File: config.mk
export PLATFORM = sky130hd
export DESIGN_NAME = flash_prot
export DESIGN_NICKNAME = d
export VERILOG_FILES = /design/src/flash_prot_pkg.sv /design/src/flash_prot.sv
export SDC_FILE = /design/constraint.sdc
export NUM_CORES = 1
export LEC_CHECK = 0
export BUFFER_PORTS_ARGS = -buffer_cell sky130_fd_sc_hd__buf_2
export CAP_MARGIN = 25
export CORE_AREA = 2 2 71 73
export DETAILED_ROUTE_END_ITERATION = 16
export DIE_AREA = 0 0 73 75
export PLACE_DENSITY = 0.75
export SYNTH_ARGS = -nofsm -noshare
export SYNTH_HDL_FRONTEND = slang
export SYNTH_SLANG_ARGS = --single-unit
File: constraint.sdc
create_clock -name hclk -period 2.2 [get_ports hclk]
set_clock_uncertainty 0.05 [all_clocks]
set_input_delay 0.33 -clock hclk [delete_from_list [all_inputs] [get_ports hclk]]
set_output_delay 0.33 -clock hclk [all_outputs]
set_load 0.02 [all_outputs]
File: src/flash_prot_pkg.sv
// Package: register map, field layout and types for the flash program/erase protection block
package flash_prot_pkg;

  // ----------------------------------------
  // Register offsets (byte addresses)
  // ----------------------------------------
  localparam logic [7:0] OFF_CTRL_ONE   = 8'h00;
  localparam logic [7:0] OFF_CTRL_TWO   = 8'h04;
  localparam logic [7:0] OFF_ERASE_SEL  = 8'h08;
  localparam logic [7:0] OFF_STATUS     = 8'h0C;

  // ----------------------------------------
  // Field positions of flash_control_one
  // ----------------------------------------
  localparam int unsigned BIT_PROG    = 0;
  localparam int unsigned BIT_ERASE   = 1;
  localparam int unsigned BIT_WR_EN   = 6;

  // Field positions of flash_control_two and status
  localparam int unsigned BIT_ERR_FLG = 7;
  localparam int unsigned BIT_ST_PROG = 0;
  localparam int unsigned BIT_ST_ERS  = 1;

  // ----------------------------------------
  // Reset values
  // ----------------------------------------
  localparam logic [7:0] RST_CTRL_ONE  = 8'h00;
  localparam logic [7:0] RST_CTRL_TWO  = 8'h00;
  localparam logic [7:0] RST_ERASE_SEL = 8'h00;

  // AHB encodings
  localparam logic [1:0] HTRANS_NONSEQ = 2'h2;
  localparam logic [2:0] HSIZE_WORD    = 3'h2;

  // Operating mode of the flash array
  typedef enum logic [2:0] {
    ST_IDLE  = 3'b001,
    ST_PROG  = 3'b010,
    ST_ERASE = 3'b100
  } flash_mode_t;

  // Events from the CPU that end a program/erase cycle
  typedef struct packed {
    logic flash_read;
    logic exception;
    logic sleep_exec;
    logic runaway;
    logic algo_fault;
  } prot_event_t;

  // Power-mode entries that force hardware protection
  typedef struct packed {
    logic subsleep;
    logic standby;
  } power_entry_t;

endpackage

File: src/flash_prot.sv
// Flash program/erase protection logic with AHB-Lite register slave
//
// Contract
// RL1 - Reset, subsleep, standby abort program/erase
// RL2 - Those entries reinitialize all flash registers
// RL3 - Reset pin held low until oscillator stable (no oscillator check here; hresetn is used as driven)
// RL4 - Write enable cleared protects every block
// RL5 - Program/erase bits ignored under software protection
// RL6 - Per-block erase enable; zero protects all
// RL7 - Protection error sets flag and aborts
// RL8 - Flash read during operation is error
// RL9 - Non-reset exception during operation is error
// RL10 - Sleep during operation is error
// RL11 - Runaway or algorithm fault aborts operation
// RL12 - Error flag sticks until reinitialization
//
// Implementation choices: the AHB-Lite register port and the address map.
module flash_prot
  import flash_prot_pkg::*;
#(
  parameter int unsigned NUM_BLOCKS = 8
) (
  // Clock and reset
  input  wire logic                  hclk,
  input  wire logic                  hresetn,
  // AHB-Lite slave
  input  wire logic                  hsel,
  input  wire logic [31:0]           haddr,
  input  wire logic [1:0]            htrans,
  input  wire logic                  hwrite,
  input  wire logic [2:0]            hsize,
  input  wire logic [31:0]           hwdata,
  input  wire logic                  hready,
  output logic      [31:0]           hrdata,
  output logic                       hreadyout,
  output logic                       hresp,
  // Chip mode and CPU events
  input  wire power_entry_t          power_entry,
  input  wire prot_event_t           cpu_event,
  // Flash array control
  output logic                       flash_program_q,
  output logic                       flash_erase_q,
  output logic      [NUM_BLOCKS-1:0] flash_erase_blocks_q,
  output logic                       flash_error_flag_q
);

  // ----------------------------------------
  // Elaboration checks
  // ----------------------------------------
  if (NUM_BLOCKS < 1 || NUM_BLOCKS > 8) begin : g_bad_blocks
    $error("NUM_BLOCKS must be 1 to 8");
  end

  // ----------------------------------------
  // Bus address phase capture
  // ----------------------------------------
  logic       wr_pend_q;
  logic [7:0] wr_addr_q;

  wire        addr_take  = hsel && hready && htrans == HTRANS_NONSEQ;
  wire        wr_take    = addr_take && hwrite && hsize == HSIZE_WORD;
  wire [7:0]  rd_addr    = haddr[7:0];

  always_ff @(posedge hclk or negedge hresetn) begin
    if (!hresetn) begin
      wr_pend_q <= 1'b0;
      wr_addr_q <= 8'h00;
    end else begin
      wr_pend_q <= wr_take;
      wr_addr_q <= haddr[7:0];
    end
  end

  // ----------------------------------------
  // Control registers
  // ----------------------------------------
  logic                  wr_en_q;
  logic                  p_bit_q;
  logic                  e_bit_q;
  logic [NUM_BLOCKS-1:0] ebr_q;
  logic                  err_flag_q;
  flash_mode_t           mode_q;
  flash_mode_t           mode_d;

  // Power entries act as a synchronous clear so the registers are rebuilt
  // in the same edge as the abort
  wire power_hit = power_entry.subsleep || power_entry.standby;    // RL1
  wire busy      = mode_q != ST_IDLE;

  // Any CPU event counts only while an operation runs
  wire prot_err  = busy && (cpu_event.flash_read                   // RL8
                         || cpu_event.exception                    // RL9
                         || cpu_event.sleep_exec                   // RL10
                         || cpu_event.runaway                      // RL11
                         || cpu_event.algo_fault);                 // RL11

  wire wr_one    = wr_pend_q && wr_addr_q == OFF_CTRL_ONE;
  wire wr_ebr    = wr_pend_q && wr_addr_q == OFF_ERASE_SEL;

  wire wr_en_d   = wr_one ? hwdata[BIT_WR_EN] : wr_en_q;
  wire p_bit_d   = wr_one ? hwdata[BIT_PROG]  : p_bit_q;
  wire e_bit_d   = wr_one ? hwdata[BIT_ERASE] : e_bit_q;
  wire ebr_zero  = ebr_q == '0;

  // Entry needs write enable, no stuck error and, for erase, a chosen block
  wire can_prog  = wr_en_q && !err_flag_q;                         // RL4 RL5 RL12
  wire can_erase = can_prog && !ebr_zero;                          // RL6

  always_comb begin
    mode_d = mode_q;
    case (mode_q)
      ST_IDLE: begin
        if (prot_err) begin
          mode_d = ST_IDLE;
        end else if (p_bit_q && can_prog) begin
          mode_d = ST_PROG;
        end else if (e_bit_q && can_erase) begin
          mode_d = ST_ERASE;
        end
      end
      ST_PROG: begin
        if (prot_err || !p_bit_q || !wr_en_q) begin                // RL7
          mode_d = ST_IDLE;
        end
      end
      ST_ERASE: begin
        if (prot_err || !e_bit_q || !wr_en_q) begin                // RL7
          mode_d = ST_IDLE;
        end
      end
      default: begin
        mode_d = ST_IDLE;
      end
    endcase
  end

  always_ff @(posedge hclk or negedge hresetn) begin
    if (!hresetn) begin
      wr_en_q    <= RST_CTRL_ONE[BIT_WR_EN];
      p_bit_q    <= RST_CTRL_ONE[BIT_PROG];
      e_bit_q    <= RST_CTRL_ONE[BIT_ERASE];
      ebr_q      <= RST_ERASE_SEL[NUM_BLOCKS-1:0];
      err_flag_q <= RST_CTRL_TWO[BIT_ERR_FLG];
      mode_q     <= ST_IDLE;
    end else if (power_hit) begin                                  // RL1 RL2
      wr_en_q    <= RST_CTRL_ONE[BIT_WR_EN];
      p_bit_q    <= RST_CTRL_ONE[BIT_PROG];
      e_bit_q    <= RST_CTRL_ONE[BIT_ERASE];
      ebr_q      <= RST_ERASE_SEL[NUM_BLOCKS-1:0];
      err_flag_q <= RST_CTRL_TWO[BIT_ERR_FLG];
      mode_q     <= ST_IDLE;
    end else begin
      wr_en_q    <= wr_en_d;
      p_bit_q    <= p_bit_d;
      e_bit_q    <= e_bit_d;
      if (wr_ebr) begin
        ebr_q <= hwdata[NUM_BLOCKS-1:0];
      end
      // Flag is read-only to software and never cleared here
      err_flag_q <= err_flag_q || prot_err;                        // RL7 RL12
      mode_q  <= mode_d;
    end
  end

  // ----------------------------------------
  // Outputs and read data
  // ----------------------------------------
  logic [31:0] rdata_d;

  always_comb begin
    rdata_d = 32'h0000_0000;
    case (rd_addr)
      OFF_CTRL_ONE: begin
        rdata_d[BIT_WR_EN] = wr_en_q;
        rdata_d[BIT_PROG]  = p_bit_q;
        rdata_d[BIT_ERASE] = e_bit_q;
      end
      OFF_CTRL_TWO: begin
        rdata_d[BIT_ERR_FLG] = err_flag_q;
      end
      OFF_ERASE_SEL: begin
        rdata_d[NUM_BLOCKS-1:0] = ebr_q;
      end
      OFF_STATUS: begin
        rdata_d[BIT_ST_PROG] = mode_q == ST_PROG;
        rdata_d[BIT_ST_ERS]  = mode_q == ST_ERASE;
      end
      default: begin
        rdata_d = 32'h0000_0000;
      end
    endcase
  end

  always_ff @(posedge hclk or negedge hresetn) begin
    if (!hresetn) begin
      hrdata               <= 32'h0000_0000;
      hreadyout            <= 1'b1;
      hresp                <= 1'b0;
      flash_program_q      <= 1'b0;
      flash_erase_q        <= 1'b0;
      flash_erase_blocks_q <= '0;
      flash_error_flag_q   <= 1'b0;
    end else begin
      if (addr_take && !hwrite) begin
        hrdata <= rdata_d;
      end
      hreadyout            <= 1'b1;
      hresp                <= 1'b0;
      flash_program_q      <= mode_d == ST_PROG && !power_hit;     // RL1
      flash_erase_q        <= mode_d == ST_ERASE && !power_hit;    // RL1
      flash_erase_blocks_q <= power_hit ? '0 : ebr_q;              // RL6
      flash_error_flag_q   <= !power_hit && (err_flag_q || prot_err);  // RL7
    end
  end

  // ----------------------------------------
  // Assertions
  // ----------------------------------------
  property p_power_abort;
    @(posedge hclk) disable iff (!hresetn)
      power_hit |=> !flash_program_q && !flash_erase_q;
  endproperty
  a_power_abort: assert property (p_power_abort) else $error("operation survived power entry"); // RL1

  property p_power_init;
    @(posedge hclk) disable iff (!hresetn)
      power_hit |=> !wr_en_q && !err_flag_q && ebr_q == '0 && !p_bit_q && !e_bit_q;
  endproperty
  a_power_init: assert property (p_power_init) else $error("registers not reinitialized"); // RL2

  property p_wr_en_guard;
    @(posedge hclk) disable iff (!hresetn)
      !wr_en_q |=> !flash_program_q && !flash_erase_q;
  endproperty
  a_wr_en_guard: assert property (p_wr_en_guard) else $error("operation without write enable"); // RL4

  property p_no_entry;
    @(posedge hclk) disable iff (!hresetn)
      (mode_q == ST_IDLE && !wr_en_q) |=> mode_q == ST_IDLE;
  endproperty
  a_no_entry: assert property (p_no_entry) else $error("mode entered under protection"); // RL5

  property p_ebr_zero;
    @(posedge hclk) disable iff (!hresetn)
      (mode_q == ST_IDLE && ebr_zero) |=> mode_q != ST_ERASE;
  endproperty
  a_ebr_zero: assert property (p_ebr_zero) else $error("erase with no block"); // RL6

  property p_err_set;
    @(posedge hclk) disable iff (!hresetn)
      (prot_err && !power_hit) |=> err_flag_q && flash_error_flag_q && mode_q == ST_IDLE;
  endproperty
  a_err_set: assert property (p_err_set) else $error("error not flagged or not aborted"); // RL7

  property p_read_err;
    @(posedge hclk) disable iff (!hresetn)
      (busy && cpu_event.flash_read && !power_hit) |=> err_flag_q;
  endproperty
  a_read_err: assert property (p_read_err) else $error("flash read not caught"); // RL8

  property p_sleep_err;
    @(posedge hclk) disable iff (!hresetn)
      (busy && (cpu_event.sleep_exec || cpu_event.exception) && !power_hit) |=> !flash_program_q && !flash_erase_q;
  endproperty
  a_sleep_err: assert property (p_sleep_err) else $error("sleep or exception not aborted"); // RL9 RL10

  property p_sticky;
    @(posedge hclk) disable iff (!hresetn)
      (err_flag_q && !power_hit) |=> err_flag_q && mode_q == ST_IDLE;
  endproperty
  a_sticky: assert property (p_sticky) else $error("error flag lost"); // RL12

  c_prog: cover property (@(posedge hclk) disable iff (!hresetn) mode_q == ST_PROG);
  c_erase: cover property (@(posedge hclk) disable iff (!hresetn) mode_q == ST_ERASE);
  c_error: cover property (@(posedge hclk) disable iff (!hresetn) busy ##1 err_flag_q);
  c_power: cover property (@(posedge hclk) disable iff (!hresetn) busy && power_hit);

endmodule

# [After elaboration in Yosys (flattened, before gate mapping)]
# Index checks and enable logic that the tools add are counted.
[classes] n_eq_ne=12 mux=21 reduce_logical=37
[ops] cell="== test 8 x 4 -> 1 bit (second input constant)" n=3
[ops] cell="zero test 8 bit" n=3
[ops] cell="two-way mux 8 bit" n=3
[ops] cell="two-way mux 3 bit" n=6
[ops] cell="logical AND 1 bit" n=15
[ops] cell="logical OR 1 bit" n=10
[ops] cell="== test 3 x 2 -> 1 bit (second input constant)" n=3
[ops] cell="case mux 3 bit (3 select lines)" n=1
[ops] cell="== test 8 x 3 -> 1 bit (second input constant)" n=1
[ops] cell="zero test 1 bit" n=7
[ops] cell="two-way mux 1 bit" n=7
[ops] cell="== test 3 bit (second input constant)" n=2
[ops] cell="case mux 2 bit (3 select lines)" n=1
[ops] cell="two-way mux 4 bit" n=1
[ops] cell="case mux 1 bit (2 select lines)" n=2
[ops] cell="nonzero test 2 bit" n=2
[ops] cell="== test 3 x 1 -> 1 bit (second input constant)" n=1
[ops] cell="inequality test 3 x 1 -> 1 bit (second input constant)" n=1
[ops] cell="== test 2 bit (second input constant)" n=1
[word_totals] regBits=43 input_bits=81 out_inout_bits=45 word_cells=83

# [Logic depth before layout (Yosys ltp)]
# Gate-level depths: netlist of the first run.
[logic_depth] ltp_word=11 depth_mapped=6

# [Worst setup path before layout of the first run]
# OpenSTA, ideal clock, no wires.
[synth_timing] path_kind="flip-flop to flip-flop" start="register wr_addr_q[1]" end="register ebr_q[1]" setup_ns=0.117 t_arrival_ns=1.594 t_required_ns=2.033 path_slack_ns=0.438 stages_incl_launch_ff=7 cell_sequence="dfrtp_1 or4_4 or3_1 buf_6 buf_6 nand2_1 o21ai_2"
[synth_via] elab_chain_len=3
[synth_lines] item="start, declared" line_no="flash_prot.sv:58" source="logic [7:0] wr_addr_q;"
[synth_lines] item="start signal, assigned" line_no="flash_prot.sv:70" source="wr_addr_q <= haddr[7:0];"
[synth_lines] item="== test 8 x 4 -> 1 bit" line_no="flash_prot.sv:98" source="wire wr_ebr = wr_pend_q && wr_addr_q == OFF_ERASE_SEL;"
[synth_lines] item="logical AND 1 bit" line_no="flash_prot.sv:98"
[synth_lines] item="nonzero test 2 bit (no source line)"
[synth_lines] item="end signal, assigned" line_no="flash_prot.sv:142" source="ebr_q <= RST_ERASE_SEL[NUM_BLOCKS-1:0];"
[synth_lines] item="end signal, assigned" line_no="flash_prot.sv:149" source="ebr_q <= RST_ERASE_SEL[NUM_BLOCKS-1:0];"
[synth_lines] item="end signal, assigned" line_no="flash_prot.sv:157" source="ebr_q <= hwdata[NUM_BLOCKS-1:0];"
[synth_lines] item="end, declared" line_no="flash_prot.sv:80" source="logic [NUM_BLOCKS-1:0] ebr_q;"
# Every way passes these cells.
# A chain may end at the register's enable or synchronous reset.

# [Worst setup path in the final report of the first run]
[layout_timing] start="register wr_addr_q[4]" end="register ebr_q[0]"
# The elaborated chain is that of the path after synthesis.

==> results of run 1 <==
power by group:
group	switching [mW]	leakage (nW)	total (mW)	internal, mW
Clock	0.248	0.0514	0.586	0.338
Combinational	0.0811	0.518	0.112	0.0314
Sequential	0.00226	0.565	0.781	0.779
Total	0.331	1.13	1.48	1.15
timing repair:
| action | 4_1_cts | 5_1_grt |
|---|---|---|
| endpoints found under the hold margin | 21 | 0 |
| setup buffers | 0 | 0 |
| hold buffers | 1 | 0 |
per-stage QoR:
stage / setup slack (ps) / utilization / hold WS (ps) / total power [mW] / std cells
final: 247 / 0.485 / 108 / 1.48 / 294
after global routing: 174 / 0.485 / 102 / 1.54 / 294
after CTS: 255 / 0.485 / 103 / 1.49 / 294
after detailed placement: 273 / 0.460 / 253 / 0.908 / 285
after global placement: 291 / 0.460 / 254 / 0.907 / 285
after floorplan: 438 / - / -15.6 / 0.891 / 208
worst min path at each step:
stage / start / endpoint / slack (ps) / cells after the start
2_1_floorplan: hresetn / e_bit_q$_DFFE_PN0P_ / -20 / 0
3_3_place_gp: hresetn / wr_addr_q[4]$_DFF_PN0_ / 250 / 1
3_5_place_dp: hresetn / wr_addr_q[4]$_DFF_PN0_ / 250 / 1
4_1_cts: haddr[7] / wr_addr_q[7]$_DFF_PN0_ / 100 / 1
5_1_grt: haddr[5] / wr_addr_q[5]$_DFF_PN0_ / 100 / 1
6_report: haddr[1] / wr_addr_q[1]$_DFF_PN0_ / 110 / 1
metal layers:
layer | wire [um] | vias to the layer above | share of wire
li1 | - | 689 | -
met3 | 264 | 7 | 0.072
met5 | 0 | - | 0
met1 | 1560 | 646 | 0.42
met2 | 1740 | 54 | 0.48
met4 | 99 | 0 | 0.027
layout make-up:
| type | count | area share |
|---|---|---|
| multi-input cells | 127 | 0.314 |
| well taps | 54 | 0.0299 |
| inverters | 7 | 0.0116 |
| clock buffers | 6 | 0.0321 |
| repair buffers | 56 | 0.131 |
| clock inverters | 2 | 0.0166 |
| flip-flops and latches | 42 | 0.465 |
Yosys cell counts (2+ instances only):
| cell type | number | share of area |
|---|---|---|
| a21o_1 | 2 | 0.0078 |
| a21oi_1 | 2 | 0.0052 |
| and4bb_2 | 2 | 0.013 |
| nor2_1 | 8 | 0.016 |
| o31ai_1 | 4 | 0.016 |
| clkbuf_1 | 4 | 0.0078 |
| nand3_1 | 5 | 0.013 |
| nand4b_1 | 2 | 0.0091 |
| nand2_1 | 24 | 0.047 |
| conb_1 | 2 | 0.0039 |
| a31o_2 | 2 | 0.0091 |
| or2_2 | 2 | 0.0065 |
| a22o_1 | 4 | 0.018 |
| dfrtp_1 | 41 | 0.53 |
| buf_4 | 26 | 0.10 |
| inv_1 | 7 | 0.014 |
| buf_6 | 2 | 0.012 |
| o21ai_2 | 3 | 0.014 |
| o21ai_0 | 6 | 0.016 |
| o21ai_1 | 5 | 0.013 |
| nor4_1 | 4 | 0.013 |
| nor3_1 | 3 | 0.0078 |
| and2_1 | 6 | 0.019 |
flip-flops by register name (all words and copies together) (netlist names), 3 cells and up:
| signal | count |
|---|---|
| ebr_q | 8 |
| flash_erase_blocks_q | 8 |
| hrdata | 8 |
| mode_q | 3 |
| wr_addr_q | 8 |
cell families (layout without fill, tap and decap cells):
| kind of cell | count (synthesis) | count (layout) | share of synthesized area |
|---|---|---|---|
| multiplexers | 1 | 1 | 0.00518 |
| AND/OR/NAND/NOR | 66 | 66 | 0.188 |
| other | 2 | 26 | 0.00389 |
| AO/OA/AOI/OAI | 34 | 34 | 0.124 |
| buffers and inverters | 39 | 71 | 0.134 |
| flip-flops | 42 | 42 | 0.545 |
worst reg2reg max path, cell delays in order (launching register included):
cell and delay (ps):
dfrtp_1 360, or4b_1 590, or3_1 590, nand2_1 180, o21ai_2 60
==> flow_summary.json, run 1 <==
{
  "finalCritPeriodShare": 0.888,
  "worstSetupEndpoint": "ebr_q[0]$_DFFE_PN0P_",
  "crit_buf_inv": 0,
  "grt-ovfl-total": 0,
  "finalHoldViolations": 0,
  "worst_hold_path_type": "input port to register",
  "finalSetupTns_ps": 0,
  "antenna_found_initial": 0,
  "max_stage_delay_ps": 590,
  "path_depth": 4,
  "dr.first_iter.drc_count": 88,
  "via_per_inst": 4.75,
  "coreArea_um2": 4660,
  "powerDensity_nw_per_um2": 654,
  "max-vdd-ir-drop_v": 0.000237,
  "layout_commonest_cell": "buf_2",
  "grt_pass1_wl_um": 5750,
  "clock_latency_ps": 290,
  "syn_inst": 184,
  "required_ps": 2320,
  "final-setup-viol-count": 0,
  "path_clk_slew_ps": 80,
  "root_buffer": "clkbuf_8",
  "cts_resized": 0,
  "fin_area_um2": 2260,
  "r2r_cells": 4,
  "drt_first_pass_iters": 4,
  "synth_ff_type": "dfrtp_1",
  "multi_input_area_um2": 711,
  "r2r_slack_ps": 250,
  "grt_use_met2": 0.231,
  "dieHeight_um": 75,
  "slew_headroom": 0.441,
  "async_flop_share": 1.00,
  "area_growth_pct": 17.1,
  "r2r_start": "wr_addr_q[4]$_DFF_PN0_",
  "startpoint": "wr_addr_q[4]$_DFF_PN0_",
  "arrival_ps": 2070,
  "cts.sinks": 42,
  "timing.fmax_mhz": 512,
  "synth.avg_cell_area_um2": 10.5,
  "r2r-end": "ebr_q[0]$_DFFE_PN0P_",
  "status": "finished clean",
  "crit_path_start_kind": "register",
  "yosys_warnings": 0,
  "start_util": 0.414,
  "use_met1": 0.168,
  "ant_nets": 0,
  "dp_hpwl_um": 2860,
  "worstPathCellList": "or4b_1, or3_1, nand2_1, o21ai_2",
  "ys_seq_area_frac": 0.545,
  "top_usage_layer": "met2",
  "dr_total_vias": 1396,
  "max-cap-violations": 0,
  "pin_count": 126,
  "ys_types": 41,
  "regArea_um2": 1050,
  "fillers": 437,
  "ys_ff_latch": 42,
  "nets": 320,
  "grt_max_degree": 23,
  "drive_above_1_share": 0.313,
  "place_area_um2": 2140,
  "worstMarginPinSlew_ps": 817,
  "synth_area_um2": 1930,
  "rows": 25,
  "cts_buffer_depth": 2,
  "num_antenna_cells": 0,
  "rsz0062_at_grt": "false",
  "io_buffers": 51,
  "slew_viol_final": 0,
  "p_leak_nw": 1.13,
  "crit_family": "simple AND/OR/NAND/NOR gates",
  "drt_wl_total_um": 3670,
  "remaining_drc_errors": 0,
  "critPathSlowestCell": "or4b_1",
  "htree_levels": 2,
  "fin_crit_ps": 1950,
  "cts_tree": "yes",
  "track_usage": 0.143,
  "grtUsageMet3": 0.0469,
  "critPathKind": "register to register",
  "cp-end-kind": "register",
  "worstPathMaxFanout": 16,
  "gp_congestion": 0.868,
  "grt_pass1_vias": 1281,
  "synth-edff-count": 0,
  "layout_common_cells": "buf_2 (51), dfrtp_1 (41), conb_1 (26)",
  "die_width_um": 73,
  "die-area_um2": 5480,
  "cts_made_buffers": 5,
  "wl_per_cell_um": 12.5
}
(Power assumes the default switching activity.)
==> inputs of run 2 (changes only) <==
RECOVER_POWER = 100   (was default)
==> run 2 against run 1 <==
  * Via count up 0.50%
  * Design area shrank 2.9%
  * Clock-buffer cell count did not move
  * Global-route usage unchanged
  * Wire length is 0.46% lower
  * Sequential power about the same
  * Fmax up 3.1%
  * Critical path depth unchanged
  * Register-to-register slack improved by 60 ps
  * Combinational power is essentially flat
  * Clock power is essentially flat
  * Hold slack better by 1.8 ps
  * Largest cell class unchanged
==> flow_summary.json, run 2 (synthesis results as in run 1) <==
{
  "status": "finished clean",
  "r2r_cells": 4,
  "r2r-end": "ebr_q[0]$_DFFE_PN0P_",
  "wl_per_cell_um": 12.4,
  "finalPower_mw": 1.48,
  "worstPathMaxFanout": 16,
  "antenna_found_initial": 0,
  "critPathKind": "register to register",
  "place_area_um2": 2140,
  "drt_first_pass_iters": 4,
  "via_per_inst": 4.77,
  "clock_latency_ps": 290,
  "max-vdd-ir-drop_v": 0.000237,
  "slew_viol_final": 0,
  "finalSetupTns_ps": 0,
  "dr.first_iter.drc_count": 96,
  "drt_wl_total_um": 3650,
  "worst_hold_path_type": "input port to register",
  "gp_congestion": 0.868,
  "grt-ovfl-total": 0,
  "timing.final.ws_setup_ps": 305,
  "finalCritPeriodShare": 0.861,
  "coreArea_um2": 4660,
  "grt_max_degree": 23,
  "die_width_um": 73,
  "slew_headroom": 0.263,
  "num_antenna_cells": 0,
  "io_buffers": 51,
  "startpoint": "wr_addr_q[4]$_DFF_PN0_",
  "r2r_slack_ps": 310,
  "cts_tree": "yes",
  "fin_crit_ps": 1890,
  "remaining_drc_errors": 0,
  "layout_commonest_cell": "dfrtp_1",
  "path_clk_slew_ps": 80,
  "worstSetupEndpoint": "ebr_q[0]$_DFFE_PN0P_",
  "required_ps": 2310,
  "dpl_worst_slack_ps": 273,
  "drive_above_1_share": 0.167,
  "crit_path_start_kind": "register",
  "track_usage": 0.143,
  "ant_nets": 0,
  "arrival_ps": 2010,
  "p_leak_nw": 1.01,
  "grt_pass1_wl_um": 5750,
  "max-cap-violations": 0,
  "area_growth_pct": 13.7,
  "rsz0062_at_grt": "false",
  "worstPathCellList": "or4b_1, or3_1, nand2_1, o21ai_0",
  "fin_area_um2": 2200,
  "pin_count": 126,
  "layout_common_cells": "dfrtp_1 (41), clkbuf_1 (29), conb_1 (26), buf_2 (26), nand2_1 (24)",
  "cp-end-kind": "register",
  "start_util": 0.414,
  "final-setup-viol-count": 0,
  "dp_hpwl_um": 2860,
  "cts.sinks": 42,
  "r2r_start": "wr_addr_q[4]$_DFF_PN0_",
  "dieHeight_um": 75,
  "dr_total_vias": 1403,
  "root_buffer": "clkbuf_8",
  "critPathSlowestCell": "or4b_1",
  "powerDensity_nw_per_um2": 672,
  "worstHoldStart": "haddr[7]",
  "max_stage_delay_ps": 590,
  "cts_buffer_depth": 2,
  "nets": 320,
  "timing.fmax_mhz": 528,
  "worstMarginPinSlew_ps": 1110,
  "finalHoldViolations": 0,
  "rows": 25,
  "die-area_um2": 5480,
  "grt_pass1_vias": 1281,
  "htree_levels": 2,
  "cts_made_buffers": 5
}
[run 2: layout make-up]
| class | instances | area (um^2) |
|---|---|---|
| repair buffers | 56 | 253 |
| flip-flops and latches | 42 | 1050 |
| clock inverters | 2 | 37.5 |
| multi-input cells | 127 | 688 |
| fillers | 445 | 2460 |
| well taps | 54 | 67.6 |
| clock buffers | 6 | 72.6 |
| inverters | 7 | 26.3 |
[run 2: per-layer routing]
metal	up-vias	wire, um	track usage	share of wire
li1	692	-	-	-
met1	656	1560	0.168	0.43
met2	48	1730	0.231	0.47
met3	7	259	0.0469	0.071
met4	0	99	0.0823	0.027
met5	-	0	0	0
[run 2: critical path: cells and delay by family, from the launching register on]
| family | cells | cell delay, ps |
|---|---|---|
| simple gates | 3 | 1270 |
| flops | 1 | 360 |
| compound gates | 1 | 90 |
[run 2: worst min path at each step]
stage,cells after the start,slack (ps),end
after floorplan,0,-20,e_bit_q$_DFFE_PN0P_
after global placement,1,250,wr_addr_q[4]$_DFF_PN0_
after detailed placement,1,250,wr_addr_q[4]$_DFF_PN0_
after CTS,1,100,wr_addr_q[7]$_DFF_PN0_
after global routing,1,100,wr_addr_q[5]$_DFF_PN0_
final,1,110,wr_addr_q[7]$_DFF_PN0_
[run 2: stage by stage]
step                      utilization  hold WS (ps)  std cells
final                           0.471           110        294
after global routing            0.471           102        294
after CTS                       0.485           103        294
after detailed placement        0.460           253        285
after global placement          0.460           254        285
after floorplan                     -         -15.6        208
[run 2: timing repair]
action	CTS	global route
hold buffers	1	0
setup buffers	0	0
endpoints found under the hold margin	21	0
resized for setup	0	0
[run 2: power by group]
group          total [mW]  internal, mW  switching, mW
sequential          0.781         0.779        0.00229
clock               0.586         0.338          0.248
combinational       0.109        0.0289         0.0800
